<file path="src/shared/mdsa_defs.svh">
/*
 * Register indices, field positions, reset values and latency counts of the
 * arithmetic accelerator. Assumes inclusion by the design, the checker and the testbench.
 */
// Behaviour
// - All operands unsigned; 16-bit multiply, 32-bit divide, shift and normalize.
// - No busy flag; software waits a fixed number of cycles or polls IRQ status bit 0.
// - Latency counts from the clock edge of the final loading write.
// - 32/16 divide done within 17 cycles; 16/16 divide within 9.
// - 16x16 multiply gives 32-bit product within 10 cycles.
// - Normalize takes 3 to 19 cycles, shift 3 to 18 cycles.
// - Six byte data registers carry operands and results; one control register.
// - Error flag bit 7 sets when a data register is written while busy.
// - Reading the control register clears the error flag.
// - Overflow flag bit 6 sets when the product exceeds 0x0000ffff.
// - Direction bit 5: one shifts right, zero shifts left.
// - Shift count zero written selects normalization of the 32-bit operand.
// - After normalization the count field holds the leading-zero count.
// - Nonzero shift count shifts the operand that many places.
// - Division: data 0 write resets and arms errors; last write starts.
// - Normalize and shift start on control write after loading data 0 to 3.
// - Overflow also on zero divisor and on normalizing with top bit set.
`ifndef MDSA_DEFS_SVH
`define MDSA_DEFS_SVH

`define MDSA_IDX_DATA0   10'h0f9
`define MDSA_IDX_DATA1   10'h0fa
`define MDSA_IDX_DATA2   10'h0fb
`define MDSA_IDX_DATA3   10'h0fc
`define MDSA_IDX_DATA4   10'h0fd
`define MDSA_IDX_DATA5   10'h0fe
`define MDSA_IDX_CTRL    10'h0ff
`define MDSA_IDX_IRQ_STS 10'h100
`define MDSA_IDX_IRQ_CLR 10'h101
`define MDSA_IDX_IRQ_EN  10'h102

`define MDSA_CTRL_ERR    7
`define MDSA_CTRL_OVF    6
`define MDSA_CTRL_DIR    5
`define MDSA_DATA_RST    8'h00
`define MDSA_MUL_LIMIT   32'h0000ffff

`define MDSA_IRQ_DONE    0
`define MDSA_IRQ_ERR     1
`define MDSA_IRQ_OVF     2

`define MDSA_LAT_DIV32   5'h11
`define MDSA_LAT_DIV16   5'h09
`define MDSA_LAT_MUL     5'h0a
`define MDSA_LAT_SHIFT   5'h02
`define MDSA_LAT_NORM    5'h03

`endif

</file>
<file path="src/shared/mdsa_pkg.sv">
/*
 * Types of the arithmetic accelerator: APB request carrier, operation kinds
 * and the whole-module state record. Assumes mdsa_defs.svh on the include path.
 */
package mdsa_pkg;

  typedef enum logic [2:0] {
    MDSA_OP_NONE  = 3'b000,
    MDSA_OP_DIV32 = 3'b001,
    MDSA_OP_DIV16 = 3'b010,
    MDSA_OP_MUL   = 3'b011,
    MDSA_OP_NORM  = 3'b100,
    MDSA_OP_SHIFT = 3'b101
  } mdsa_op_e;

  typedef struct packed {
    logic        psel;
    logic        penable;
    logic        pwrite;
    logic [11:0] paddr;
    logic [31:0] pwdata;
  } mdsa_apb_req_s;

  typedef struct packed {
    logic [5:0][7:0] data;
    logic [5:0][7:0] res;
    logic [4:0]      res_sc;
    logic            res_ovf;
    logic            dir;
    logic [4:0]      sc;
    logic            err;
    logic            ovf;
    logic            busy;
    logic [4:0]      cnt;
    mdsa_op_e        op;
    logic [5:0]      seen;
    logic            last_was_1;
    logic [2:0]      irq_sts;
    logic [2:0]      irq_en;
    logic [31:0]     prdata;
    logic            pready;
    logic            pslverr;
    logic            irq;
  } mdsa_state_s;

endpackage

</file>
<file path="src/hdl/mdsa_accel.sv">
/*
 * Unsigned multiply, divide, shift and normalize accelerator behind an APB
 * slave. Each access takes one wait state. Assumes a single clock pclk and an
 * APB master that holds its request until pready.
 */
// The APB register port was decided locally.
`include "mdsa_defs.svh"

module mdsa_accel (
  input  wire logic                   pclk,
  input  wire logic                   presetn,
  input  wire mdsa_pkg::mdsa_apb_req_s apb_req,
  output logic [31:0]                 prdata,
  output logic                        pready,
  output logic                        pslverr,
  output logic                        irq
);

  mdsa_pkg::mdsa_state_s s;
  mdsa_pkg::mdsa_state_s next_s;

  function automatic logic [4:0] mdsa_lead_zeros(input logic [31:0] v);
    logic [4:0] n;
    logic       hit;
    n   = 5'h1f;
    hit = 1'b0;
    for (int i = 31; i >= 0; i--) begin
      if (!hit && v[i]) begin
        n   = 5'(31 - i);
        hit = 1'b1;
      end
    end
    return n;
  endfunction

  logic [9:0]      idx;
  logic            setup;
  logic            access;
  logic            wr;
  logic            rd;
  logic            mapped;
  logic [5:0]      wr_data;
  logic [5:0][7:0] wd;
  logic [31:0]     opa;
  logic [15:0]     opb;
  logic [15:0]     opa16;
  logic [31:0]     quo;
  logic [15:0]     rem;
  logic [15:0]     quo16;
  logic [15:0]     rem16;
  logic [31:0]     prod;
  logic [4:0]      lz;
  logic [4:0]      cnt_w;
  logic            start_div32;
  logic            start_div16;
  logic            start_mul;
  logic            start_ctrl;
  logic            set_err;
  logic            done;
  logic [2:0]      ev;
  logic [31:0]     rdata;

  always_comb begin
    idx    = apb_req.paddr[11:2];
    setup  = apb_req.psel && !apb_req.penable;
    access = apb_req.psel && apb_req.penable && s.pready;
    wr     = access && apb_req.pwrite;
    rd     = access && !apb_req.pwrite;
    mapped = (idx >= `MDSA_IDX_DATA0) && (idx <= `MDSA_IDX_IRQ_EN);
    for (int k = 0; k < 6; k++) begin
      wr_data[k] = wr && (idx == `MDSA_IDX_DATA0 + 10'(k));
    end
    wd = s.data;
    for (int k = 0; k < 6; k++) begin
      if (wr_data[k]) begin
        wd[k] = apb_req.pwdata[7:0];
      end
    end
    opa   = {wd[3], wd[2], wd[1], wd[0]};
    opb   = {wd[5], wd[4]};
    opa16 = {wd[1], wd[0]};
    quo   = (opb == 16'h0000) ? 32'hffffffff : opa / {16'h0000, opb};
    rem   = (opb == 16'h0000) ? opa[15:0] : 16'(opa % {16'h0000, opb});
    quo16 = (opb == 16'h0000) ? 16'hffff : opa16 / opb;
    rem16 = (opb == 16'h0000) ? opa16 : opa16 % opb;
    prod  = {16'h0000, opa16} * {16'h0000, opb};
    lz    = mdsa_lead_zeros(opa);
    cnt_w = apb_req.pwdata[4:0];
  end

  // Sequence recognition; data 5 completes division or multiply
  always_comb begin
    start_div32 = wr_data[5] && s.seen[0] && s.seen[1] && s.seen[2] && s.seen[3]
                  && s.seen[4];
    start_div16 = wr_data[5] && s.seen[0] && s.seen[1] && s.seen[4] && !s.seen[2]
                  && !s.seen[3] && !s.last_was_1;
    start_mul   = wr_data[5] && s.seen[0] && s.seen[1] && s.seen[4] && !s.seen[2]
                  && !s.seen[3] && s.last_was_1;
    start_ctrl  = wr && (idx == `MDSA_IDX_CTRL);
    set_err     = (|wr_data) && s.busy;
    done        = s.busy && (s.cnt == 5'h01);
  end

  always_comb begin
    rdata = 32'h0000_0000;
    for (int k = 0; k < 6; k++) begin
      if (idx == `MDSA_IDX_DATA0 + 10'(k)) begin
        rdata[7:0] = s.data[k];
      end
    end
    case (idx)
      `MDSA_IDX_CTRL:    rdata[7:0] = {s.err, s.ovf, s.dir, s.sc};
      `MDSA_IDX_IRQ_STS: rdata[2:0] = s.irq_sts;
      `MDSA_IDX_IRQ_EN:  rdata[2:0] = s.irq_en;
      default:           rdata = rdata;
    endcase
  end

  always_comb begin
    next_s = s;
    ev     = 3'b000;

    // APB slave: one wait state, answer registered in the setup cycle
    next_s.pready  = setup;
    next_s.prdata  = setup && !apb_req.pwrite ? rdata : 32'h0000_0000;
    next_s.pslverr = setup && !mapped;

    if (wr_data[1]) begin
      next_s.last_was_1 = 1'b1;
    end
    if (wr_data[4]) begin
      next_s.last_was_1 = 1'b0;
    end

    // Completion writes results back; they then hold until reloaded
    if (s.busy) begin
      if (done) begin
        next_s.busy = 1'b0;
        next_s.cnt  = 5'h00;
        next_s.data = s.res;
        ev[`MDSA_IRQ_DONE] = 1'b1;
        if (s.op == mdsa_pkg::MDSA_OP_NORM) begin
          next_s.sc = s.res_sc;
        end
        if (s.res_ovf) begin
          next_s.ovf = 1'b1;
          ev[`MDSA_IRQ_OVF] = 1'b1;
        end
      end else begin
        next_s.cnt = s.cnt - 5'h01;
      end
    end

    // Operand writes after the writeback so a same-cycle load is kept
    for (int k = 0; k < 6; k++) begin
      if (wr_data[k]) begin
        next_s.data[k] = apb_req.pwdata[7:0];
        next_s.seen[k] = 1'b1;
      end
    end

    // Data 0 write restarts the unit and clears the sequence tracking
    if (wr_data[0]) begin
      next_s.busy       = 1'b0;
      next_s.cnt        = 5'h00;
      next_s.op         = mdsa_pkg::MDSA_OP_NONE;
      next_s.seen       = 6'b000001;
      next_s.last_was_1 = 1'b0;
      next_s.ovf        = 1'b0;
    end

    if (start_div32 || start_div16 || start_mul || start_ctrl) begin
      next_s.busy = 1'b1;
      next_s.seen = 6'b000000;
      next_s.ovf  = 1'b0;
      next_s.res  = wd;
    end

    if (start_div32) begin
      next_s.op      = mdsa_pkg::MDSA_OP_DIV32;
      next_s.cnt     = `MDSA_LAT_DIV32;
      next_s.res     = {rem, quo};
      next_s.res_ovf = (opb == 16'h0000);
    end else if (start_div16) begin
      next_s.op      = mdsa_pkg::MDSA_OP_DIV16;
      next_s.cnt     = `MDSA_LAT_DIV16;
      next_s.res     = {rem16, wd[3], wd[2], quo16};
      next_s.res_ovf = (opb == 16'h0000);
    end else if (start_mul) begin
      next_s.op      = mdsa_pkg::MDSA_OP_MUL;
      next_s.cnt     = `MDSA_LAT_MUL;
      next_s.res     = {wd[5], wd[4], prod};
      next_s.res_ovf = (prod > `MDSA_MUL_LIMIT);
    end else if (start_ctrl) begin
      next_s.dir = apb_req.pwdata[`MDSA_CTRL_DIR];
      next_s.sc  = cnt_w;
      if (cnt_w == 5'h00) begin
        next_s.op      = mdsa_pkg::MDSA_OP_NORM;
        next_s.cnt     = `MDSA_LAT_NORM + 5'(({1'b0, lz} + 6'h01) >> 1);
        next_s.res     = {wd[5], wd[4], opa << lz};
        next_s.res_sc  = lz;
        next_s.res_ovf = opa[31];
      end else begin
        next_s.op      = mdsa_pkg::MDSA_OP_SHIFT;
        next_s.cnt     = `MDSA_LAT_SHIFT + 5'(({1'b0, cnt_w} + 6'h01) >> 1);
        next_s.res_ovf = 1'b0;
        if (apb_req.pwdata[`MDSA_CTRL_DIR]) begin
          next_s.res = {wd[5], wd[4], opa >> cnt_w};
        end else begin
          next_s.res = {wd[5], wd[4], opa << cnt_w};
        end
      end
    end

    // Error flag: a set in the same cycle as the clearing read wins
    next_s.err = (s.err && !(rd && idx == `MDSA_IDX_CTRL)) || set_err;
    if (set_err) begin
      ev[`MDSA_IRQ_ERR] = 1'b1;
    end

    if (wr && idx == `MDSA_IDX_IRQ_EN) begin
      next_s.irq_en = apb_req.pwdata[2:0];
    end
    if (wr && idx == `MDSA_IDX_IRQ_CLR) begin
      next_s.irq_sts = s.irq_sts & ~apb_req.pwdata[2:0];
    end
    next_s.irq_sts = next_s.irq_sts | ev;
    next_s.irq     = |(next_s.irq_sts & next_s.irq_en);
  end

  always_ff @(posedge pclk or negedge presetn) begin
    if (!presetn) begin
      s            <= '0;
      s.op         <= mdsa_pkg::MDSA_OP_NONE;
    end else begin
      s <= next_s;
    end
  end

  assign prdata  = s.prdata;
  assign pready  = s.pready;
  assign pslverr = s.pslverr;
  assign irq     = s.irq;

endmodule

</file>
<file path="config.mk">
export PLATFORM = sky130hd
export DESIGN_NAME = mdsa_accel
export DESIGN_NICKNAME = d
export VERILOG_FILES = /design/src/shared/mdsa_pkg.sv /design/src/hdl/mdsa_accel.sv
export VERILOG_INCLUDE_DIRS = /design/src /design/src/shared
export SDC_FILE = /design/constraint.sdc
export NUM_CORES = 2
export LEC_CHECK = 0
export CAP_MARGIN = 0
export CORE_UTILIZATION = 30
export DETAILED_ROUTE_END_ITERATION = 10
export DONT_BUFFER_PORTS = 1
export GPL_TIMING_DRIVEN = 0
export PLACE_DENSITY = 0.47
export RECOVER_POWER = 25
export SYNTH_ARGS = -nofsm -noshare
export SYNTH_HDL_FRONTEND = slang
export SYNTH_SLANG_ARGS = --single-unit
export TNS_END_PERCENT = 1
</file>
<file path="constraint.sdc">
create_clock -name pclk -period 237.2 [get_ports pclk]
set_input_delay 35.58 -clock pclk [delete_from_list [all_inputs] [get_ports pclk]]
set_output_delay 35.58 -clock pclk [all_outputs]
set_load 0.05 [all_outputs]
</file>
# == After elaboration in Yosys (flattened, before gate mapping) ==
# Index checks and enable logic that the tools add are counted.
# word_totals
output_inout_bits,35
inputBits,49
regBits,142
# classes
n_div,4
shifts,3
reduce_logical,142
n_bitwise,7
muxes,134
n_eq_ne,12
add_sub_neg,5
mul,1
magnitude_cmp,3
# op_table
cell,count
48-bit 2-to-1 mux,6
5-bit 2-to-1 mux,42
8-bit 2-to-1 mux,24
32-bit 2-to-1 mux,3
10-bit by 8-bit equality test with 1-bit output (second input constant),7
32-bit by 5-bit << shifter with 32-bit output,2
1-bit logical AND,62
60-bit 2-to-1 mux,1
1-bit 2-to-1 mux,48
16-bit 2-to-1 mux,3
1-bit zero test,38
32-bit by 16-bit divider with 32-bit output,1
32-bit by 16-bit greater-than comparator with 1-bit output (second input constant),1
32-bit by 16-bit modulo with 32-bit output,1
16-bit by 16-bit multiplier with 32-bit output,1
32-bit by 5-bit right shift with 32-bit output,1
10-bit by 9-bit equality test with 1-bit output (second input constant),3
2-bit nonzero test,13
3-bit nonzero test,8
17-bit 2-to-1 mux,1
16-bit by 16-bit divider with 16-bit output,1
16-bit zero test,1
16-bit by 16-bit modulo with 16-bit output,1
5-bit by 1-bit adder with 6-bit output (second input constant),2
25 further kinds,40

# == Logic depth before layout (Yosys ltp) ==
# depth
word_depth,106
mapped_depth,486
mapped_depth_nobuf,445

# == Worst setup path after synthesis ==
# Ideal clock, no wire load.
# synth_path
path_kind,in2reg
start,in apb_req[42] (netlist bit)
end,reg s[106] (netlist bit)
arrival_ns,131.981
setup_ns,0.137
cell_stages,467
path_slack_ns,105.082
path_cell_list,buf_2 -> or4b_1 -> buf_4 -> nor3_1 -> o21ai_0 -> inv_1 -> ha_1 -> a21oi_1 -> ha_1 -> o21a_1 -> o21ai_0 -> mux2i_1 -> a21oi_1 -> nor3_1 -> a21oi_1 -> ha_1 -> o211a_1 -> a211oi_1 -> (+431 left out) -> a21oi_1 -> o21bai_1 -> a21oi_1 -> o21bai_1 -> a21oi_1 -> o21bai_1 -> a21oi_1 -> o21ai_0 -> a21oi_1 -> nand4b_1 -> and4b_1 -> nand4_1 -> a2111oi_2 -> o2111ai_1 -> buf_4 -> buf_6 -> mux2i_1 -> a21oi_1
# synth_via
elab_chain_len,12
elab_cells_between_ends,44
cone_classes,div: 2; eq/ne: 7; mux: 13; reduce/logical: 22
# synth_lines
item,line,text
"start, declared",mdsa_accel.sv:12,"input wire mdsa_pkg::mdsa_apb_req_s apb_req,"
branches (longest 12 deep; another with 32-bit by 16-bit modulo with 32-bit output),--,
"end signal, assigned",mdsa_accel.sv:236,s <= next_s;
"end, declared",mdsa_accel.sv:19,mdsa_pkg::mdsa_state_s s;
# Parallel ways; which one is timed is not known. The select of a mux whose other input is x is not followed.
# A chain may end at the register's enable or synchronous reset.

# == Worst setup path in the final report ==
# layout_path
start,in apb_req[1] (netlist bit)
end,reg s[118] (netlist bit)
# layout_via
elab_chain_len,5
elab_cells_between_ends,13
cone_classes,div: 2; mux: 10; reduce/logical: 1
# layout_lines
item,line,text
branches (longest 4 deep; another with 32-bit by 16-bit modulo with 32-bit output),--,
48-bit 2-to-1 mux *,mdsa_accel.sv:179,if (start_div32) begin
# Mark *: on every way between the ends.

==> out/metrics.yaml <==
sta:
  final.setup.worst_slack_ps: 83560
  drv_slew: 34
  hold_viol: 0
  timing_worst_slew_pin_value_ps: 1628
  rsz0062_at_grt: "no"
  hold_ws_ps: 482.7
  layout_min_cycle_time_ps: 153640
  finClkSkew_ps: 15.47
  finalSetupTns_ps: 0
  setup_viol: 0
  post-route-period-util: 0.6477
  slew-limit-headroom: -0.08563
  fmax_mhz: 6.509
setup_path:
  r2r_start: "pready"
  critPathKind: "in2reg"
  crit_path_end_kind: "flip-flop"
  regToRegSetupSlack_ps: 118060
  slowest_delay_ps: 920
  cp_common_cell: "o21a_1"
  r2r_cells: 472
  path_max_fanout: 53
  critical-path-slowest-cell: "o311ai_1"
  cp-start-kind: "input port"
  startpoint: "apb_req[1]"
  critPathRequiredTime_ps: 237520
  cp_data_arrival_time_ps: 153960
die:
  io-pin-count: 84
  core-area_um2: 163500
  die_x_um: 408.7
  row_count: 148
  chipHeight_um: 408.7
  start_util: 0.3034
  die-area_um2: 167000
run:
  maxCapViolCount: 3
route:
  drt_iter0_drc: 5024
  num_vias: 52780
  wire_per_inst_um: 25.49
  dr.pass1.iters: 6
  viasPerCell: 5.877
  final_antenna_net_count: 0
  finalWirelength_um: 229000
  drcViolationCount: 0
place:
  placement.cell_area_um2: 52800
  numPortBuffers: 0
  routabilityCongestion: 1.000
  dpl.hpwl_um: 187000
  dpl_worst_slack_ps: 83170
clock_tree:
  clkSlewWorstSetupHoldPaths_ps: 70
  clockBufferDepth: 2
  cts_sinks: 142
  cts_tree: "built"
  cts_buffers: 17
  cts_resized: 0
  cts_root_buffer: "clkbuf_16"
  h-tree-depth: 4
  clock_latency_ps: 460
  post_cts_buffers: 0
  holdBufCountCts: 0
run_status:
  violations: "max-capacitance violations, max-slew violations"
  status: "complete, but fails checks"
logic_synthesis:
  syn_inst: 6730
  synth.area.top_cells: "ha_1 (16%), fa_1 (7.9%), dfrtp_1 (7.2%)"
  syn_area_um2: 49610
  seq_area_frac_synth: 0.07162
  yosysMostFrequentCell: "nand2_1"
  synth.distinct_cells: 134
  synth-async-reset-ratio: 1.000
  synth_top_area_share: 0.1617
  synth_commonest_cells: "nand2_1 (809), ha_1 (641), nor2_1 (572)"
  syn_area_per_cell_um2: 7.372
  synthFlopType: "dfrtp_1"
  synth_top_area_cell: "ha_1"
  synth_edf_count: 0
  ys_ff_latch: 142
  synth.yosys.warnings: 0
grt:
  grt_max_degree: 143
  grt_use_total: 0.2656
  antenna_found_initial: 11
  grt_pass1_vias: 50450
  overflow: 0
  grt_pass1_wl_um: 336200
cells_and_area:
  final_net_count: 7676
  drive_gt1_frac: 0.06041
  nFillCells: 17650
  syn_to_final_growth_pct: 7.619
  design_area_um2: 53390
hold_path:
  hp-start: "s[66]"
  min_path_cells: 2
  hp-class: "reg2reg"
[layout by cell type, fill, tap and decap left out, drive strengths merged, types with 22 or more instances in the layout]
cell type  netlist  layout
nand2          810     810
ha             641     641
nor2           574     574
a21oi          477     477
o21ai          394     394
inv            370     372
nor3           356     356
o21a           296     296
clkbuf         223     242
mux2i          225     225
fa             196     196
o31ai          196     196
xnor2          186     186
mux2           144     144
dfrtp          142     142
buf            116     134
a21o           121     121
a211oi          98      98
nand3           91      91
xor2            82      82
and2            73      73
nand4           61      61
or3             52      52
o21bai          50      50
nor2b           49      49
nand2b          47      47
a31oi           45      45
nor4            44      44
o22ai           42      42
o211ai          42      42
or2             37      37
a22oi           36      36
o221ai          31      31
and3            29      29
conb             1      24
a221o           22      22
[critical path: cells and delay by family]
family | cells | cell delay [ps]
AOI/OAI and AO/OA | 272 | 59750
adders and majority gates | 31 | 9370
muxes | 13 | 4580
and+or+nand+nor | 95 | 21020
buffers and inverters | 61 | 23200
[layer usage]
metal	track usage	wire, um	vias up
met1	0.3646	104300	25820
met2	0.4143	98560	1771
li1	-	-	24820
met3	0.03675	14920	363
met5	0	67	-
met4	0.1103	11100	8
[registers in the layout (all words and copies together), names as in the netlist]
signal   flops
irq          1
prdata       8
pready       1
pslverr      1
s          131
[stage by stage]
| step | util | instances |
|---|---|---|
| 2_1_floorplan | - | 6753 |
| 3_3_place_gp | 0.3206 | 8928 |
| 3_5_place_dp | 0.3229 | 8946 |
| 4_1_cts | 0.3265 | 8978 |
| 5_1_grt | 0.3265 | 8978 |
| 6_report | 0.3265 | 8981 |
[final cells by class]
class	instances	area (um2)	share of cell area
Antenna cell	3	7.507	0.0001406
Buffer	339	1466	0.02746
Clock buffer	19	442.9	0.008295
Clock inverter	13	137.6	0.002578
Inverter	377	1428	0.02674
Multi-Input combinational cell	5895	43320	0.8114
Sequential cell	142	3553	0.06655
Tap cell	2175	2721	0.05097
Timing Repair Buffer	18	314.1	0.005882
[path summary, 6_finish.rpt]
check / to
min reg2reg: s[66]
max in group asynchronous: s[142]
min: s[66]
max reg2reg: s[118]
max: s[118]
min in group asynchronous: prdata[2]
[kinds of logic (layout without fill, tap and decap cells)]
group	after synthesis	count (layout)	share of synthesized area
multiplexers	370	370	0.07891
AO/OA/AOI/OAI	2087	2087	0.2850
flip-flops	142	142	0.07162
XOR/XNOR	268	268	0.04746
AND/OR/NAND/NOR	2308	2308	0.2180
buffers and inverters	716	766	0.05795
other	1	27	0.00007558
adder cells (fa/ha/maj)	838	838	0.2409
Power is left out: the tool's default activity adds up to more than one toggle a clock period on the data nets, which glitch-free logic cannot reach.
